**src/design/pbs_debounce.sv**
```systemverilog
/*
  Shared constants for the push-button and standby input block, and the
  two-edge debounce filter that the main module instantiates.
  Assumes a synchronised input level and a one-cycle millisecond tick,
  both on ref_clk.
*/
package pbs_pkg;
  // Clock and time base
  localparam int unsigned CLK_HZ = 20000000;
  localparam int unsigned MS_CYCLES_DEF = CLK_HZ / 1000;
  localparam int unsigned DISCHARGE_US = 30;
  localparam int unsigned DISCHARGE_CYC =
    (DISCHARGE_US * (CLK_HZ / 1000000) + 0) > 0 ?
    DISCHARGE_US * (CLK_HZ / 1000000) : 1;
  localparam int unsigned DISCH_W = 10;
  // Debounce times in ms
  localparam logic [9:0] DBNC_SHORT_MS = 10'd32;
  localparam logic [9:0] DBNC_MID_MS = 10'd125;
  localparam logic [9:0] DBNC_LONG_MS = 10'd750;
  localparam int unsigned DBNC_W = 10;
  // Hold times in ms
  localparam int unsigned HOLD_W = 14;
  localparam logic [13:0] HOLD_1S_MS = 14'd1000;
  localparam logic [13:0] HOLD_2S_MS = 14'd2000;
  localparam logic [13:0] HOLD_3S_MS = 14'd3000;
  localparam logic [13:0] HOLD_4S_MS = 14'd4000;
  localparam logic [13:0] HOLD_8S_MS = 14'd8000;
  localparam logic [13:0] HOLD_16S_MS = 14'd16000;
  // Register offsets
  localparam logic [7:0] ADDR_CTRL = 8'h00;
  localparam logic [7:0] ADDR_INT = 8'h04;
  localparam logic [7:0] ADDR_MASK = 8'h08;
  localparam logic [7:0] ADDR_STATUS = 8'h0C;
  // Control field positions
  localparam int unsigned CTRL_DBNC_LSB = 0;
  localparam int unsigned CTRL_HOLD_LSB = 2;
  localparam int unsigned CTRL_RSTEN_BIT = 4;
  localparam int unsigned CTRL_STBYPOL_BIT = 5;
  // Interrupt latch positions
  localparam int unsigned N_IRQ = 7;
  localparam int unsigned IRQ_PRESS = 0;
  localparam int unsigned IRQ_REL = 1;
  localparam int unsigned IRQ_HOLD0 = 2;
  localparam int unsigned N_HOLD = 5;
  // Reset values
  localparam logic [6:0] MASK_RST = 7'h7F;
  // Reset sequence states, Gray along the path
  typedef enum logic [1:0] {
    SEQ_IDLE = 2'b00,
    SEQ_PDOWN = 2'b01,
    SEQ_DISCH = 2'b11,
    SEQ_PUP = 2'b10
  } pbs_seq_type;

  // Falling edge debounce from the select code
  function automatic logic [9:0] fallMs(input logic [1:0] sel);
    case (sel)
      2'b10: fallMs = DBNC_MID_MS;
      2'b11: fallMs = DBNC_LONG_MS;
      default: fallMs = DBNC_SHORT_MS;
    endcase
  endfunction

  // Hold delay before reset or turn-off
  function automatic logic [13:0] holdDelayMs(input logic [1:0] sel);
    case (sel)
      2'b00: holdDelayMs = HOLD_2S_MS;
      2'b01: holdDelayMs = HOLD_4S_MS;
      2'b10: holdDelayMs = HOLD_8S_MS;
      default: holdDelayMs = HOLD_16S_MS;
    endcase
  endfunction

  // Long-hold interrupt thresholds by index
  function automatic logic [13:0] holdIrqMs(input int unsigned i);
    case (i)
      0: holdIrqMs = HOLD_1S_MS;
      1: holdIrqMs = HOLD_2S_MS;
      2: holdIrqMs = HOLD_3S_MS;
      3: holdIrqMs = HOLD_4S_MS;
      default: holdIrqMs = HOLD_8S_MS;
    endcase
  endfunction
endpackage

`timescale 1ns/1ps
module pbs_debounce (
  input wire logic ref_clk, // Internal clock
  input wire logic rst_b, // Async reset, active low
  input wire logic levelIn, // Synchronised raw level
  input wire logic msTick, // One pulse per millisecond
  input wire logic [9:0] fallLimit, // Low time to accept, ms
  input wire logic [9:0] riseLimit, // High time to accept, ms
  output logic levelOut, // Debounced level
  output logic fellPulse, // Debounced fall, one cycle
  output logic rosePulse // Debounced rise, one cycle
);
  typedef struct packed {
    logic level; // Accepted level
    logic [9:0] cnt; // Ms the raw level has differed
    logic fell; // Fall pulse
    logic rose; // Rise pulse
  } pbs_dbnc_type;

  pbs_dbnc_type q, d;

  // Count only while raw differs; any return restarts the wait
  always_comb begin
    d = q;
    d.fell = 1'b0;
    d.rose = 1'b0;
    if (levelIn == q.level) begin
      d.cnt = '0;
    end else if (msTick) begin
      if ((q.cnt + 10'd1) >= (q.level ? fallLimit : riseLimit)) begin
        d.level = levelIn;
        d.cnt = '0;
        d.fell = ~levelIn;
        d.rose = levelIn;
      end else begin
        d.cnt = q.cnt + 10'd1;
      end
    end
  end

  // Released button idles high
  always_ff @(posedge ref_clk or negedge rst_b) begin
    if (!rst_b) begin
      q <= '{level: 1'b1, cnt: '0, fell: 1'b0, rose: 1'b0};
    end else begin
      q <= d;
    end
  end

  assign levelOut = q.level;
  assign fellPulse = q.fell;
  assign rosePulse = q.rose;
endmodule

```
**src/design/pbs_button_standby.sv**
```systemverilog
/*
  Power-on button and standby input conditioning with its small register
  file, interrupt latches and the button-forced chip reset sequence.
  Assumes the power state machine outside consumes the request outputs
  and answers a power-down request with powerDownDone.
*/
// How it works
// - pin mode 0 means level sensitive input
// - level mode: low holds off, high permits
// - pin mode 1 means push button, low pressed
// - level sense reads 1 when pin low
// - two-bit debounce select, rise fixed 32 ms
// - debounce select loaded from fuse default
// - debounced press starts power-on, raises interrupts
// - system on: debounced low sets press latch
// - system on: debounced high sets release latch
// - hold latches at 1, 2, 3, 4, 8 s
// - reset enabled: hold delay forces chip reset
// - reset: power down, wait 30 us, power up
// - reset disabled: hold delay starts turn-off
// - hold delay select loaded from fuse default
// - standby follows the active standby request
// - standby request is pin xor polarity
// - latches stay until software writes one
// - interrupt low while unmasked latch set
`timescale 1ns/1ps
module pbs_button_standby #(
  parameter int unsigned MS_CYCLES = pbs_pkg::MS_CYCLES_DEF
) (
  input wire logic ref_clk, // Internal clock, 20 MHz
  input wire logic rst_b, // Async reset, active low
  input wire logic power_on_input, // Power-on pin, async
  input wire logic standby_pin, // Standby pin, async
  input wire logic otp_on_pin_mode_cfg, // Fuse: 1 edge, 0 level
  input wire logic [1:0] otp_button_debounce_default, // Fuse default
  input wire logic [1:0] otp_hold_delay_default, // Fuse default
  input wire logic sysOn, // System-on states
  input wire logic powerDownDone, // Power-down finished
  input wire logic [7:0] regAddr, // Register byte address
  input wire logic [7:0] regWdata, // Write data
  input wire logic regWrite, // Write strobe
  input wire logic regRead, // Read strobe
  output logic [7:0] regRdata, // Read data, cycle after strobe
  output logic irq_out_n, // Interrupt, active low
  output logic offModeHold, // Level mode, pin low
  output logic powerOnLevelOk, // Level mode, pin high
  output logic powerOnEvent, // Power-on event pulse
  output logic turnOffReq, // Turn-off event pulse
  output logic powerDownReq, // Chip reset power-down level
  output logic powerUpReq, // Chip reset power-up pulse
  output logic standbyReq // Standby requested
);
  localparam int unsigned PW = $clog2(MS_CYCLES);
  localparam logic [PW-1:0] TICK_LAST = PW'(MS_CYCLES - 1);
  localparam logic [9:0] DISCH_LAST = 10'(pbs_pkg::DISCHARGE_CYC - 1);

  // The tick counter needs at least two states
  if (MS_CYCLES < 2) begin
    $error("MS_CYCLES must be at least 2");
  end

  typedef struct packed {
    logic onS1;
    logic onS2;
    logic sbS1;
    logic sbS2;
    logic lvlPrev;
    logic [PW-1:0] prescale;
    logic msTick;
    logic [13:0] holdMs;
    logic [1:0] dbncSel;
    logic [1:0] holdSel;
    logic rstEn;
    logic stbyPol;
    logic otpLoaded;
    logic [6:0] intr;
    logic [6:0] mask;
    logic [7:0] rdata;
    logic irqN;
    logic offHold;
    logic lvlOk;
    logic onEvt;
    logic offEvt;
    logic stby;
    pbs_pkg::pbs_seq_type seq; // Chip reset sequence
    logic [9:0] dischCnt; // Discharge wait cycles
    logic puReq; // Power-up pulse
  } pbs_state_type;

  pbs_state_type q, d;
  logic btnLevel; // Debounced pin level
  logic btnFell; // Debounced press
  logic btnRose; // Debounced release
  logic holdFire; // Hold delay reached
  logic [6:0] setv; // Latch set events
  logic [6:0] clrv; // Latch clear from software
  logic wrCtrl; // Control write
  logic wrInt; // Latch write
  logic wrMask; // Mask write

  // Debounce on the synced level only; rise is always short
  pbs_debounce u_dbnc (
    .ref_clk(ref_clk),
    .rst_b(rst_b),
    .levelIn(q.onS2),
    .msTick(q.msTick),
    .fallLimit(pbs_pkg::fallMs(q.dbncSel)),
    .riseLimit(pbs_pkg::DBNC_SHORT_MS),
    .levelOut(btnLevel),
    .fellPulse(btnFell),
    .rosePulse(btnRose)
  );

  assign wrCtrl = regWrite && (regAddr == pbs_pkg::ADDR_CTRL);
  assign wrInt = regWrite && (regAddr == pbs_pkg::ADDR_INT);
  assign wrMask = regWrite && (regAddr == pbs_pkg::ADDR_MASK);

  // All next-state logic
  always_comb begin
    d = q;
    setv = '0;
    holdFire = 1'b0;
    // Two flops on each pin before anything looks at it
    d.onS1 = power_on_input;
    d.onS2 = q.onS1;
    d.sbS1 = standby_pin;
    d.sbS2 = q.sbS1;
    // Fixed millisecond time base, independent of bus activity
    d.msTick = 1'b0;
    if (q.prescale == TICK_LAST) begin
      d.prescale = '0;
      d.msTick = 1'b1;
    end else begin
      d.prescale = q.prescale + 1'b1;
    end
    // Control register write
    if (wrCtrl) begin
      d.dbncSel = regWdata[pbs_pkg::CTRL_DBNC_LSB +: 2];
      d.holdSel = regWdata[pbs_pkg::CTRL_HOLD_LSB +: 2];
      d.rstEn = regWdata[pbs_pkg::CTRL_RSTEN_BIT];
      d.stbyPol = regWdata[pbs_pkg::CTRL_STBYPOL_BIT];
    end
    // Fuse defaults win after reset and on each power-up
    if (!q.otpLoaded || q.puReq) begin
      d.dbncSel = otp_button_debounce_default;
      d.holdSel = otp_hold_delay_default;
      d.otpLoaded = 1'b1;
    end
    // Hold timer: level mode or released keeps it cleared
    if (!otp_on_pin_mode_cfg || btnLevel) begin
      d.holdMs = '0;
    end else if (q.msTick && (q.holdMs != '1)) begin
      d.holdMs = q.holdMs + 14'd1;
      for (int unsigned i = 0; i < pbs_pkg::N_HOLD; i++) begin
        // Each threshold is crossed once per press
        setv[pbs_pkg::IRQ_HOLD0 + i] = (d.holdMs == pbs_pkg::holdIrqMs(i));
      end
      holdFire = (d.holdMs == pbs_pkg::holdDelayMs(q.holdSel));
    end
    // Press and release only count in system-on states
    setv[pbs_pkg::IRQ_PRESS] = otp_on_pin_mode_cfg && sysOn && btnFell;
    setv[pbs_pkg::IRQ_REL] = otp_on_pin_mode_cfg && sysOn && btnRose;
    // Write one clears; a new event in the same cycle wins
    clrv = wrInt ? regWdata[6:0] : 7'h00;
    d.intr = (q.intr & ~clrv) | setv;
    if (wrMask) begin
      d.mask = regWdata[6:0];
    end
    // Pin pulled low by any unmasked latch
    d.irqN = ~|(d.intr & ~d.mask);
    // Level mode: low holds off, high is only a permission
    d.offHold = !otp_on_pin_mode_cfg && !q.onS2;
    d.lvlOk = !otp_on_pin_mode_cfg && q.onS2;
    d.lvlPrev = q.onS2;
    // Power-on event: debounced press or level rise
    d.onEvt = otp_on_pin_mode_cfg ? btnFell : (q.onS2 && !q.lvlPrev);
    // Long hold without reset enable turns the part off
    d.offEvt = holdFire && !q.rstEn;
    // Standby is the pin xor polarity
    d.stby = q.sbS2 ^ q.stbyPol;
    // Chip reset sequence
    d.puReq = 1'b0;
    case (q.seq)
      pbs_pkg::SEQ_IDLE: begin
        if (holdFire && q.rstEn) begin
          d.seq = pbs_pkg::SEQ_PDOWN;
        end
      end
      pbs_pkg::SEQ_PDOWN: begin
        // Wait for supplies to be sequenced off
        if (powerDownDone) begin
          d.seq = pbs_pkg::SEQ_DISCH;
          d.dischCnt = '0;
        end
      end
      pbs_pkg::SEQ_DISCH: begin
        // Discharge time, counted in raw cycles
        if (q.dischCnt == DISCH_LAST) begin
          d.seq = pbs_pkg::SEQ_PUP;
        end else begin
          d.dischCnt = q.dischCnt + 10'd1;
        end
      end
      pbs_pkg::SEQ_PUP: begin
        // One power-up pulse, then fuse defaults reload
        d.puReq = 1'b1;
        d.seq = pbs_pkg::SEQ_IDLE;
      end
      default: begin
        d.seq = pbs_pkg::SEQ_IDLE;
      end
    endcase
    // Read data only in the cycle after the strobe
    d.rdata = 8'h00;
    if (regRead) begin
      case (regAddr)
        pbs_pkg::ADDR_CTRL: begin
          d.rdata = {2'b00, q.stbyPol, q.rstEn, q.holdSel, q.dbncSel};
        end
        pbs_pkg::ADDR_INT: d.rdata = {1'b0, q.intr};
        pbs_pkg::ADDR_MASK: d.rdata = {1'b0, q.mask};
        pbs_pkg::ADDR_STATUS: begin
          // Sense bit is the inverse of the pin
          d.rdata = {4'h0, !btnLevel, otp_on_pin_mode_cfg, q.stby, !q.onS2};
        end
        default: d.rdata = 8'h00;
      endcase
    end
  end

  // State register; constants only under reset
  always_ff @(posedge ref_clk or negedge rst_b) begin
    if (!rst_b) begin
      q <= '0;
      q.onS2 <= 1'b1;
      q.onS1 <= 1'b1;
      q.lvlPrev <= 1'b1;
      q.mask <= pbs_pkg::MASK_RST;
      q.irqN <= 1'b1;
      q.seq <= pbs_pkg::SEQ_IDLE;
    end else begin
      q <= d;
    end
  end

  assign regRdata = q.rdata;
  assign irq_out_n = q.irqN;
  assign offModeHold = q.offHold;
  assign powerOnLevelOk = q.lvlOk;
  assign powerOnEvent = q.onEvt;
  assign turnOffReq = q.offEvt;
  assign powerDownReq = (q.seq == pbs_pkg::SEQ_PDOWN);
  assign powerUpReq = q.puReq;
  assign standbyReq = q.stby;
endmodule

```
**config.mk**
```make
export PLATFORM = sky130hd
export DESIGN_NAME = pbs_button_standby
export DESIGN_NICKNAME = d
export VERILOG_FILES = /design/src/design/pbs_debounce.sv /design/src/design/pbs_button_standby.sv
export SDC_FILE = /design/constraint.sdc
export NUM_CORES = 1
export LEC_CHECK = 0
export ABC_AREA = 1
export BUFFER_PORTS_ARGS = -buffer_cell sky130_fd_sc_hd__buf_4
export CAP_MARGIN = 15
export CORE_UTILIZATION = 45
export CTS_BUF_LIST = sky130_fd_sc_hd__clkbuf_4 sky130_fd_sc_hd__clkbuf_8 sky130_fd_sc_hd__clkbuf_16
export CTS_CLUSTER_DIAMETER = 120
export DETAILED_ROUTE_END_ITERATION = 8
export SETUP_SLACK_MARGIN = 0.5
export SYNTH_ARGS = -nofsm -noshare
export SYNTH_HDL_FRONTEND = slang
export SYNTH_SLANG_ARGS = --single-unit
```
**constraint.sdc**
```tcl
create_clock -name ref_clk -period 2.3 [get_ports ref_clk]
set_input_delay 0.23 -clock ref_clk [delete_from_list [all_inputs] [get_ports ref_clk]]
set_output_delay 0.23 -clock ref_clk [all_outputs]
set_load 0.01 [all_outputs]
```
* Word level (Yosys, flattened, before mapping) *
Index checks and enable logic that the tools add are counted.

cells by class
  add/sub/neg operators = 4
  muxes and demuxes = 42
  reduce and logical (&&, ||, !) cells = 32
  equality and inequality tests = 24
  bitwise operators = 8
  $lt $le $gt $ge = 1

operators with widths
  cell                                                                    number
  14-bit 2-to-1 mux                                                       14
  14-bit equality test                                                    6
  14-bit one-hot mux with 3 select lines                                  1
  10-bit 2-to-1 mux                                                       4
  10-bit one-hot mux with 2 select lines                                  2
  7-bit one-hot mux with 4 select lines                                   1
  12-bit 2-to-1 mux                                                       2
  7-bit 2-to-1 mux                                                        3
  10-bit by 1-bit adder with 10-bit output (second input constant)        2
  8-bit by 4-bit equality test with 1-bit output (second input constant)  2
  15-bit by 1-bit adder with 15-bit output (second input constant)        1
  15-bit equality test (second input constant)                            1
  15-bit 2-to-1 mux                                                       1
  14-bit by 1-bit adder with 14-bit output (second input constant)        1
  7-bit bitwise AND                                                       2
  14-bit != test (second input constant)                                  1
  7-bit inverter                                                          2
  1-bit logical AND                                                       12
  10-bit equality test (second input constant)                            1
  2-bit equality test (second input constant)                             5
  10-bit greater-or-equal comparator                                      1
  5-bit 2-to-1 mux                                                        2
  3-bit AND reduction                                                     3
  8-bit by 3-bit equality test with 1-bit output (second input constant)  1
  other kinds (17)                                                        40

storage, ports and cells
  output and inout bits = 16
  register bits after elaboration = 96
  word-level logic and storage cells = 140
  bits of input ports = 29

* Longest topological paths before layout *
Gate-level depths: netlist (run 1).

  word-level depth = 11
  depth in mapped cells = 14
  gate-level depth less buffers = 14

* Hierarchy *
A second synthesis (run 1) with hierarchy kept.

unflattened totals
  cell total of the unflattened synthesis = 761
  area, all modules = 5,651.7 um^2

modules (own cells, without submodules)
  module              cells an instance  times used  area each (um^2)  sequential area each (um^2)
  pbs_button_standby  616                1           4,561.9           2,065.7
  pbs_debounce        145                1           1,089.8           326.6

* Worst setup path before layout (run 1) *
No wires, ideal clock.

  path kind = flip-flop to flip-flop
  start = register u_dbnc.q[2] (netlist name)
  end = register u_dbnc.q, in the netlist u_dbnc.levelOut
  setup slack = 201 ps
  arrival = 2,038 ps
  cell stages (with the launch flop) = 14
  required time = 2,239 ps
  buffers on the path = 1
  clock period less this slack = 2,099 ps
  library setup time = 61 ps
  cell sequence = dfrtp_1 -> ha_1 -> nand3_2 -> nor3_2 -> xor2_1 -> inv_1 -> ha_1 -> nand3_1 -> nor3_2 -> nand2_1 -> nand3_1 -> buf_6 -> nand3_2 -> nand2_1

on the way
  cells in the longest elaborated chain, start to end = 3

ends and longest elaborated chain
  what                                      RTL line             RTL
  start, declared                           pbs_debounce.sv:105  pbs_dbnc_type q, d;
  start signal, assigned                    pbs_debounce.sv:129  q <= '{level: 1'b1, cnt: '0, fell: 1'b0, rose: 1'b0};
  10-bit by 1-bit adder with 10-bit output  pbs_debounce.sv:115  if ((q.cnt + 10'd1) >= (q.level ? fallLimit : riseLimit)) begin
  10-bit greater-or-equal comparator        pbs_debounce.sv:115
  3-bit AND reduction (no line)             n/a

Every way passes these cells.
A chain may end at the register's enable or synchronous reset.

* Final worst setup path (run 1) *
  start = register u_dbnc.q[3] (netlist name)
  end = register u_dbnc.q, in the netlist u_dbnc.levelOut

The elaborated chain is that of the path after synthesis.

==> flow_summary.json, run 1 <==
{
  "dr_total_vias": 4764,
  "syn_area_um2": 5320,
  "fin_crit_sh_pct": 99.1,
  "drt_iter0_markers": 254,
  "start_util_pct": 46.4,
  "synthXorXnorAreaFrac_pct": 3.63,
  "fmax_mhz": 439,
  "worst-setup-path-type": "flip-flop to flip-flop",
  "drv_cap": 0,
  "final_core_util_pct": 58.2,
  "synthMuxAreaShare_pct": 0.212,
  "p_sw_mw": 0.775,
  "crit_required_ns": 2.59,
  "p_sw_share_pct": 23.2,
  "syn_inst": 678,
  "grt_max_degree": 51,
  "period_minus_slack_ns": 2.28,
  "worst_setup_path_end_kind": "flip-flop",
  "grt_usage_pct": 22.2,
  "drive_gt1_share_pct": 27.0,
  "power_frac_comb_pct": 5.3,
  "fin_tns_setup_ns": 0,
  "synth.yosys.seq_area_share_pct": 45.0,
  "clk_path_buf_depth": 2,
  "grt_pass1_vias": 4593,
  "grt-ovfl-total": 0,
  "async_flop_share_pct": 100,
  "crit_top_cell": "nand2_2",
  "status": "finished, final reports clean",
  "timing.final.max_slew_violations": 0,
  "fin_ws_ns": 0.0200,
  "crit_arrival_ns": 2.57,
  "seqPwrFrac_pct": 51.7,
  "clock_sinks": 95,
  "hold_depth": 2,
  "numPortBuffers": 42,
  "ant_nets": 0,
  "pwr_density_cell_nw_per_um2": 500,
  "grt_first_pass_wirelength_um": 21800,
  "synth_compound_area_share_pct": 8.85,
  "dieArea_um2": 12300,
  "p_leak_nw": 3.26,
  "synth_edf_count": 0,
  "yosys_warnings": 0,
  "cts_root_buf": "clkbuf_16",
  "syn2layout_area_growth_pct": 25.6,
  "synthAdderAreaFrac_pct": 2.82,
  "htreeDepth": 3,
  "rsz0062_at_grt": "true",
  "die_h_um": 111,
  "core_area_um2": 11500,
  "path_clk_slew_ns": 0.06,
  "clkPwrFrac_pct": 43.0,
  "gp_congestion": 0.867,
  "rows": 39,
  "synth_ff_type": "dfrtp_1",
  "vias_per_cell": 5.28,
  "finalSetupViolCount": 0,
  "cp_max_fo": 6,
  "hpwlAfterDp_um": 9310,
  "synth.distinct_cells": 44,
  "hold_violations": 0,
  "syn_nets": 719,
  "drc": 0,
  "syn_avg_cell_area_um2": 7.84,
  "die_w_um": 111,
  "pre_cts_ws_ns": -0.0585,
  "wl_per_cell_um": 14.6,
  "cts_buffers": 9,
  "routed_wirelength_um": 13200,
  "start_kind": "flip-flop",
  "cp_cell_sequence": "nand2_2, nor3_4, nand4_1, nor3_2, xor2_1, ha_1, buf_4, a21oi_4, nand3_4, nand2_4, nand2_2, nand2_1",
  "p_int_mw": 2.56,
  "synth_top_family_by_area": "simple AND/OR/NAND/NOR gates",
  "synth-seq-cells": 95,
  "ioPinCount": 45,
  "drtPass1Iterations": 4,
  "skew_ns": 0.00642,
  "diodes": 0,
  "critPathSlowestCell": "dfrtp_1",
  "ir_worst_vdd_v": 0.000446,
  "slowest_delay_ns": 0.39,
  "clk_latency_ns": 0.34,
  "hold_class": "input pin to flip-flop",
  "synth-simple-area-share_pct": 30.5,
  "reg2reg_depth": 12,
  "cts_tree": "done",
  "layout.nets": 796,
  "antenna_found_initial": 0
}
[cell usage in the layout, fill, tap and decap left out, types with 3 or more instances in the layout]
master         synthesis  layout
clkinv_4               0       3
clkbuf_16              0       9
nand2_1              165     138
nand3_1               58      49
nor2_4                 1       9
dfrtp_2                0       5
inv_2                  2       5
ha_4                   0       4
nand2_4                1       8
xor2_1                20      19
buf_4                  9      70
nor2_1                66      54
o22ai_1               18      18
nand3_4                0       3
nor3_4                 0       3
o21ai_0               32      31
nand4_1               17      17
nand3_2                4      11
ha_1                  12       6
buf_6                  1       5
inv_1                 97      94
nor3_1                 6       5
dfstp_2               12      12
nor4_1                 5       5
nand2_2                5      25
dlygate4sd3_1          0       3
a221oi_1               3       3
a21oi_1               18      16
nor2_2                11      15
dfrtp_1               83      78
[worst paths after layout]
| path | startpoint | to | slack, ns |
|---|---|---|---|
| max | u_dbnc.q[3]$_DFFE_PN0P_ | u_dbnc.levelOut$_DFFE_PN1P_ | 0.02 |
| min | otp_on_pin_mode_cfg | offModeHold$_DFF_PN0_ | 0.09 |
| max reg2reg | u_dbnc.q[3]$_DFFE_PN0P_ | u_dbnc.levelOut$_DFFE_PN1P_ | 0.02 |
| min reg2reg | d[79]$_DFF_PN0_ | q[79]$_DFF_PN0_ | 0.36 |
| max in group asynchronous | rst_b | u_dbnc.levelOut$_DFFE_PN1P_ | 1.33 |
| min in group asynchronous | rst_b | q[54]$_DFFE_PN0P_ | 0.33 |
[metal layers]
| metal | share of wire, % | GRT usage (%) |
|---|---|---|
| met1 | 44 | 28.0 |
| met2 | 50 | 37.2 |
| met3 | 3.9 | 4.16 |
| met4 | 1.8 | 9.96 |
| met5 | 0 | 0 |
[cell type report]
cell class              count  area, um^2
fillers                  1017        4790
multi-input cells         471        2810
flip-flops and latches     95        2400
repair buffers             79         632
inverters                  99         372
clock buffers              12         254
well taps                 143         179
clock inverters             4        31.3
[power by group through the flow]
| stage | clock (mW) | sequential, mW | combinational [mW] |
|---|---|---|---|
| 3_3_place_gp | 0 | 1.75 | 0.170 |
| 3_5_place_dp | 0 | 1.76 | 0.173 |
| 5_1_grt | 1.54 | 1.73 | 0.200 |
| 2_1_floorplan | 0 | 1.75 | 0.0628 |
| 6_report | 1.44 | 1.73 | 0.176 |
| 4_1_cts | 1.48 | 1.72 | 0.178 |
[worst max-delay path, delay by kind of cell, from the launching register on]
family,cells,cell delay (ns)
xor+xnor,1,0.20
flops,1,0.39
buf+inv,1,0.15
simple gates,8,0.99
compound gates,1,0.20
fa+ha+maj,1,0.28
[through the flow]
step                total power, mW  hold slack, ns  instance area [um^2]  std cells
finish                         3.34          0.0908                  6670        903
global route                   3.47          0.0884                  6670        903
CTS                            3.38          0.0813                  6480        895
detailed placement             1.93           0.169                  5860        862
global placement               1.92           0.169                  5860        862
floorplan                      1.81         -0.0656                  5350        678
[flip-flops by register name (all words and copies together), names as in the netlist]
| signal | flops |
|---|---|
| d | 3 |
| u_dbnc.q | 10 |
| powerUpReq | 1 |
| powerOnLevelOk | 1 |
| powerOnEvent | 1 |
| q | 65 |
| regRdata | 7 |
| u_dbnc.rosePulse | 1 |
| offModeHold | 1 |
| irq_out_n | 1 |
| u_dbnc.fellPulse | 1 |
| turnOffReq | 1 |
| u_dbnc.levelOut | 1 |
| standbyReq | 1 |
[what timing repair did]
item | CTS | global route
pin swaps | 29 | 27
buffers inserted | 13 | 8
endpoints found under the setup margin | 36 | 45
hold buffers | 3 | 0
hold endpoints to repair | 26 | 0
resized for setup | 46 | 44
gates cloned | 1 | 0
[synthesized netlist by cell type, types with 2 or more instances]
master      n  area [um^2]
buf_2       3         15.0
nand3b_1    2         15.0
nand2_2     5         31.3
o31ai_1     2         15.0
o21ai_0    32          160
inv_2       2         7.51
xor2_1     20          175
ha_1       12          150
conb_1      2         7.51
nor3_1      6         30.0
nor3_2      3         30.0
inv_1      97          364
or2_1       2         12.5
a21oi_1    18         90.1
buf_4       9         67.6
o22ai_1    18          113
o211ai_1    2         15.0
nand2_1   165          619
nor2_2     11         68.8
dfstp_2    12          315
nand4_1    17          106
nor4_4      2         42.5
nor2_1     66          248
dfrtp_1    83         2080
xnor2_1     2         17.5
nand3_2     4         40.0
a221oi_1    3         26.3
nor4_1      5         31.3
nand3_1    58          290
[cell families after synthesis]
family	Yosys count
buffers and inverters	113
AND/OR/NAND/NOR	351
multiplexers	1
adder cells (fa/ha/maj)	12
other	2
XOR/XNOR	22
flip-flops	95
AO/OA/AOI/OAI	82
Power figures use the tool's default switching activity.
==> run 2: changes to the inputs <==
- CORE_UTILIZATION: 45 -> 40
==> run 2 against run 1 <==
  * The flow now finishes with violations (negative setup slack)
  * Combinational power increased by 5%
  * First-iteration DRC count increased by 4.3%
  * Cell area increased by 2.9%
  * Global-route usage decreased by 2.0 points
  * Count of clock-buffer cells in the layout decreased by 2
  * Die area increased by 12%
  * Setup slack got worse by 0.029 ns
  * Register-to-register slack got worse by 0.03 ns
  * Critical path type unchanged
  * Critical endpoint unchanged
==> flow_summary.json, run 2 (synthesized netlist as in run 1, its figures left out) <==
{
  "syn2layout_area_growth_pct": 29.2,
  "finalSetupViolCount": 2,
  "path_clk_slew_ns": 0.07,
  "vias_per_cell": 5.04,
  "crit_required_ns": 2.60,
  "htreeDepth": 3,
  "grt_usage_pct": 20.2,
  "clk_path_buf_depth": 2,
  "reg2reg_depth": 12,
  "pre_cts_ws_ns": -0.0430,
  "clock_sinks": 95,
  "reg2reg_slack_ns": -0.009,
  "rows": 41,
  "dr_total_vias": 4720,
  "slowest_delay_ns": 0.41,
  "dieArea_um2": 13800,
  "ioPinCount": 45,
  "drive_gt1_share_pct": 28.2,
  "die_h_um": 117,
  "cts_buffers": 9,
  "fin_area_um2": 6870,
  "grt_first_pass_wirelength_um": 21100,
  "antenna_found_initial": 0,
  "worst_slew_pin_slew_ns": 0.609,
  "routed_wirelength_um": 13400,
  "cp.buffers_inverters": 1,
  "cts_tree": "done",
  "cp_cell_sequence": "nand2_2, nor3_4, nand4_1, nor3_2, xor2_1, ha_1, buf_6, a21oi_4, nand3_4, nand2_2, nand2_1, nand2_1",
  "gp_congestion": 0.883,
  "ant_nets": 0,
  "crit_arrival_ns": 2.61,
  "crit_path_start": "u_dbnc.q[3]$_DFFE_PN0P_",
  "relSlewSlack_pct": 59.3,
  "worst_setup_path_end_kind": "flip-flop",
  "fmax_mhz": 433,
  "start_util_pct": 41.6,
  "diodes": 0,
  "layout_common_cells": "nand2_1, inv_1, dfrtp_1",
  "violations": "negative setup slack",
  "period_minus_slack_ns": 2.31,
  "hpwlAfterDp_um": 9360,
  "drc": 0,
  "fin_ws_ns": -0.00874,
  "r2r_start": "u_dbnc.q[3]$_DFFE_PN0P_",
  "final_common_cell": "nand2_1",
  "grt-ovfl-total": 0,
  "worstReg2RegEnd": "u_dbnc.levelOut$_DFFE_PN1P_",
  "cts_root_buf": "clkbuf_16",
  "top_register": "q",
  "timing.final.max_slew_violations": 0,
  "drt_iter0_markers": 265,
  "p_leak_nw": 3.27,
  "cp_max_fo": 6,
  "path_depth": 12,
  "ir_worst_vdd_v": 0.000585,
  "skew_ns": 0.00681,
  "wl_per_cell_um": 14.3,
  "placed_area_um2": 5900,
  "drv_cap": 0,
  "largest_reg_flops": 65,
  "fin_crit_sh_pct": 100,
  "hold_class": "input pin to flip-flop",
  "drtPass1Iterations": 7,
  "numPortBuffers": 42,
  "crit_path_end": "u_dbnc.levelOut$_DFFE_PN1P_",
  "start_kind": "flip-flop",
  "rsz0062_at_grt": "true",
  "core_area_um2": 12800,
  "grt_max_degree": 44,
  "critPathSlowestCell": "dfrtp_1",
  "hold_violations": 0,
  "status": "finished, violations left",
  "fin_tns_setup_ns": -0.0123,
  "layout.nets": 801,
  "critPathTopFamily": "simple AND/OR/NAND/NOR gates",
  "die_w_um": 117,
  "pwr_density_cell_nw_per_um2": 533,
  "grt_pass1_vias": 4438,
  "clk_latency_ns": 0.35,
  "worst-setup-path-type": "flip-flop to flip-flop"
}
==> run 2: metal layers <==
metal,routed length (um),part of all wire (%),track usage (%),up-vias
li1,-,-,-,2363
met1,5820,44,24.9,2249
met2,6730,50,34.5,92
met3,611,4.6,5.51,16
met4,221,1.7,6.16,0
met5,0,0,0,-
==> run 2: timing repair <==
item | 4_1_cts | 5_1_grt
gates resized for setup | 34 | 67
endpoints found under the hold margin | 38 | 0
setup buffers | 11 | 13
endpoints found under the setup margin | 30 | 43
pin swaps | 22 | 32
hold buffers | 3 | 0
gates cloned | 1 | 1
==> run 2: how the worst min path moves through the flow <==
stage                                        to                 from  cells after the start
after floorplan                 d[79]$_DFF_PN0_                rst_b                      0
after global placement        q[41]$_DFFE_PN0P_                rst_b                      1
after detailed placement      q[60]$_DFFE_PN0P_                rst_b                      1
after CTS                 offModeHold$_DFF_PN0_  otp_on_pin_mode_cfg                      2
after global routing      offModeHold$_DFF_PN0_  otp_on_pin_mode_cfg                      2
final                     offModeHold$_DFF_PN0_  otp_on_pin_mode_cfg                      2
==> run 2: power by group <==
group          total (mW)  internal [mW]  switching, mW
Sequential           1.72           1.70         0.0210
Combinational       0.184         0.0698          0.114
Clock                1.75           1.08          0.669
==> run 2: worst reg2reg max path, delay by kind of cell, from the launching register on <==
kind,cells,cell delay [ns]
adder cells (fa/ha/maj),1,0.29
buffers and inverters,1,0.13
AND/OR/NAND/NOR,8,1.01
XOR/XNOR,1,0.21
flip-flops,1,0.41
AO/OA/AOI/OAI,1,0.21
==> run 2: stage by stage <==
stage	utilization (%)	hold slack (ns)	power, mW	cells
after floorplan	-	-0.0656	1.81	678
after global placement	46.2	0.274	1.93	892
after detailed placement	46.2	0.279	1.93	892
after CTS	51.2	0.0643	3.70	923
after global routing	53.7	0.0642	3.80	937
final	53.7	0.0775	3.66	937
==> run 2: final cells by class <==
class	count	area (um^2)
Clock buffer	10	233
Clock inverter	6	115
Fill cell	1167	5910
Inverter	99	374
Multi-Input combinational cell	471	2860
Sequential cell	95	2390
Tap cell	172	215
Timing Repair Buffer	84	673
==> run 3: changes to the inputs <==
--- a/config.mk
+++ b/config.mk
@@ -6,5 +6,4 @@
 export NUM_CORES = 1
 export LEC_CHECK = 0
-export ABC_AREA = 1
 export BUFFER_PORTS_ARGS = -buffer_cell sky130_fd_sc_hd__buf_4
 export CAP_MARGIN = 15
@@ -13,4 +12,5 @@
 export CTS_CLUSTER_DIAMETER = 120
 export DETAILED_ROUTE_END_ITERATION = 8
+export RECOVER_POWER = 25
 export SETUP_SLACK_MARGIN = 0.5
 export SYNTH_ARGS = -nofsm -noshare
==> constraint.sdc (replaced) <==
create_clock -name ref_clk -period 2.3 [get_ports ref_clk]
set_input_delay 0.46 -clock ref_clk [delete_from_list [all_inputs] [get_ports ref_clk]]
set_output_delay 0.46 -clock ref_clk [all_outputs]
set_load 0.01 [all_outputs]
==> run 3 against run 2 <==
  * The run ends with max-capacitance violations, max-slew violations left
  * Final cell count fell by 8.9%
  * Register-to-register slack improved by 0.02 ns
  * First-iteration DRC count is 0.75% lower
  * Die area decreased by 0.65%
  * Setup slack improved by 0.020 ns
  * Sequential power up 3%
  * Routed wire length up 3.3%
  * Largest power group is now registers
  * Highest routed layer unchanged
==> flow_summary.json, run 3 <==
{
  "layout_common_cells": "buf_4, dfrtp_1, nand2_1",
  "ant_nets": 0,
  "top_register": "q",
  "layout.nets": 718,
  "placed_area_um2": 6450,
  "synth-seq-cells": 95,
  "placed_cells": 790,
  "worst_slew_pin_slew_ns": 1.87,
  "dieArea_um2": 13700,
  "cp_max_fo": 5,
  "gr-usage-met2_pct": 36.4,
  "power_mw": 3.81,
  "rsz0062_at_grt": "true",
  "drv_cap": 1,
  "cts_root_buf": "clkbuf_16",
  "syn_inst": 532,
  "ir_worst_vdd_v": 0.000388,
  "synth_area_leaders": "dfrtp_1, dfstp_2, xnor2_1, xor2_1, nand2_1",
  "grt_max_degree": 35,
  "grt_first_pass_wirelength_um": 22100,
  "start_util_pct": 41.5,
  "die_h_um": 117,
  "rows": 41,
  "wl_per_cell_um": 16.2,
  "grt_pass1_vias": 4647,
  "ioPinCount": 45,
  "synth_ff_type": "dfrtp_1",
  "drc": 0,
  "pre_cts_ws_ns": -0.388,
  "fin_area_um2": 7680,
  "status": "finished, violations left",
  "fmax_mhz": 437,
  "yosysTopAreaCell": "dfrtp_1",
  "drtPass1Iterations": 4,
  "grt_usage_pct": 21.0,
  "final_core_util_pct": 60.4,
  "met3_usage_pct": 3.04,
  "syn2layout_area_growth_pct": 45.4,
  "final_common_cell": "buf_4",
  "period_minus_slack_ns": 2.29,
  "cts_tree": "done",
  "dr_total_vias": 4525,
  "clk_path_buf_depth": 2,
  "path_clk_slew_ns": 0.07,
  "vias_per_cell": 5.30,
  "gp_congestion": 0.901,
  "numPortBuffers": 42,
  "fin_tns_setup_ns": 0,
  "crit_required_ns": 2.56,
  "hold_class": "input pin to flip-flop",
  "busiest_layer": "met2",
  "hold_violations": 0,
  "clk_latency_ns": 0.35,
  "clock_sinks": 95,
  "worst-setup-path-type": "flip-flop to flip-flop",
  "fin_crit_sh_pct": 99.5,
  "syn_nets": 573,
  "fin_ws_ns": 0.0113,
  "hpwlAfterDp_um": 9250,
  "yosysTopAreaCellShare_pct": 39.3,
  "hold_slack_ns": 0.217,
  "synth_edf_count": 0,
  "final_cells": 854,
  "largest_reg_flops": 65,
  "yosys_warnings": 0,
  "antenna_found_initial": 0,
  "core_area_um2": 12700,
  "syn_area_um2": 5280,
  "ctsHoldBuffers": 0,
  "crit_arrival_ns": 2.55,
  "yosysMostFrequentCell": "dfrtp_1",
  "grt-ovfl-total": 0,
  "async_flop_share_pct": 100,
  "synth_common_cells": "dfrtp_1, nand2_1, nor2_1",
  "synth.yosys.seq_area_share_pct": 45.3,
  "synth.distinct_cells": 72,
  "start_kind": "flip-flop",
  "timing.final.max_slew_violations": 34,
  "diodes": 0,
  "cts_buffers": 9,
  "routed_wirelength_um": 13800,
  "pwr_density_cell_nw_per_um2": 497,
  "htreeDepth": 3,
  "die_w_um": 117,
  "violations": "max-capacitance violations, max-slew violations",
  "skew_ns": 0.00541,
  "finalSetupViolCount": 0,
  "syn_avg_cell_area_um2": 9.92,
  "relSlewSlack_pct": -24.9,
  "grt_use_met1_pct": 25.9,
  "drive_gt1_share_pct": 46.2,
  "worst_setup_path_end_kind": "flip-flop",
  "drt_iter0_markers": 263,
  "p_leak_nw": 3.41
}
run 3: layout make-up:
type	instances	area, um^2
clock buffer	10	239
clock inverter	6	116
fill	1008	5040
inverter	16	60.1
multi-input combinational	391	3300
sequential	95	2400
tap	172	215
timing repair buffer	164	1340
run 3: where the power goes:
group	internal, mW	switching [mW]
combinational	0.134	0.140
sequential	1.72	0.0555
clock	1.10	0.661
run 3: path summary, 6_finish.rpt:
path / start / endpoint / slack, ns / cells past startpoint
worst min register to register: d[79]$_DFF_PN0_ / q[79]$_DFF_PN0_ / 0.35 / 0
min in group asynchronous: rst_b / u_dbnc.q[6]$_DFFE_PN0P_ / 0.61 / 1
worst max register to register: q[49]$_DFFE_PN0P_ / irq_out_n$_DFF_PN1_ / 0.01 / 8
worst min-delay path: power_on_input / d[81]$_DFF_PN1_ / 0.22 / 1
worst max-delay path: q[49]$_DFFE_PN0P_ / irq_out_n$_DFF_PN1_ / 0.01 / 8
max in group asynchronous: rst_b / q[57]$_DFFE_PN0P_ / 0.47 / 1
run 3: critical path: stages, from the launching register on:
cell	delay, ns
dfrtp_2	0.46
ha_4	0.20
inv_2	0.06
a21oi_2	0.04
o32a_1	0.32
or4_4	0.55
o31a_1	0.29
o221ai_2	0.20
a311oi_2	0.06
run 3: per-layer routing:
| layer | vias up | wire [um] |
|---|---|---|
| li1 | 2191 | - |
| met1 | 2205 | 6040 |
| met2 | 107 | 7010 |
| met3 | 22 | 490 |
| met4 | 0 | 293 |
| met5 | - | 0 |
run 3: cell families after synthesis:
kind of cell / count (synthesis) / synth area share (%)
and+or+nand+nor: 222 / 22.6
DFF: 95 / 45.3
AOI/OAI and AO/OA: 85 / 11.4
xor gates and xnor gates: 47 / 7.80
buffers and inverters: 46 / 4.41
muxes: 23 / 5.50
adders and majority gates: 12 / 2.84
other: 2 / 0.142
run 3: timing repair:
| item | in CTS | in global routing |
|---|---|---|
| endpoints found under the setup margin | 42 | 48 |
| buffers inserted | 39 | 9 |
| pin swaps | 42 | 40 |
| gates resized for setup | 64 | 45 |
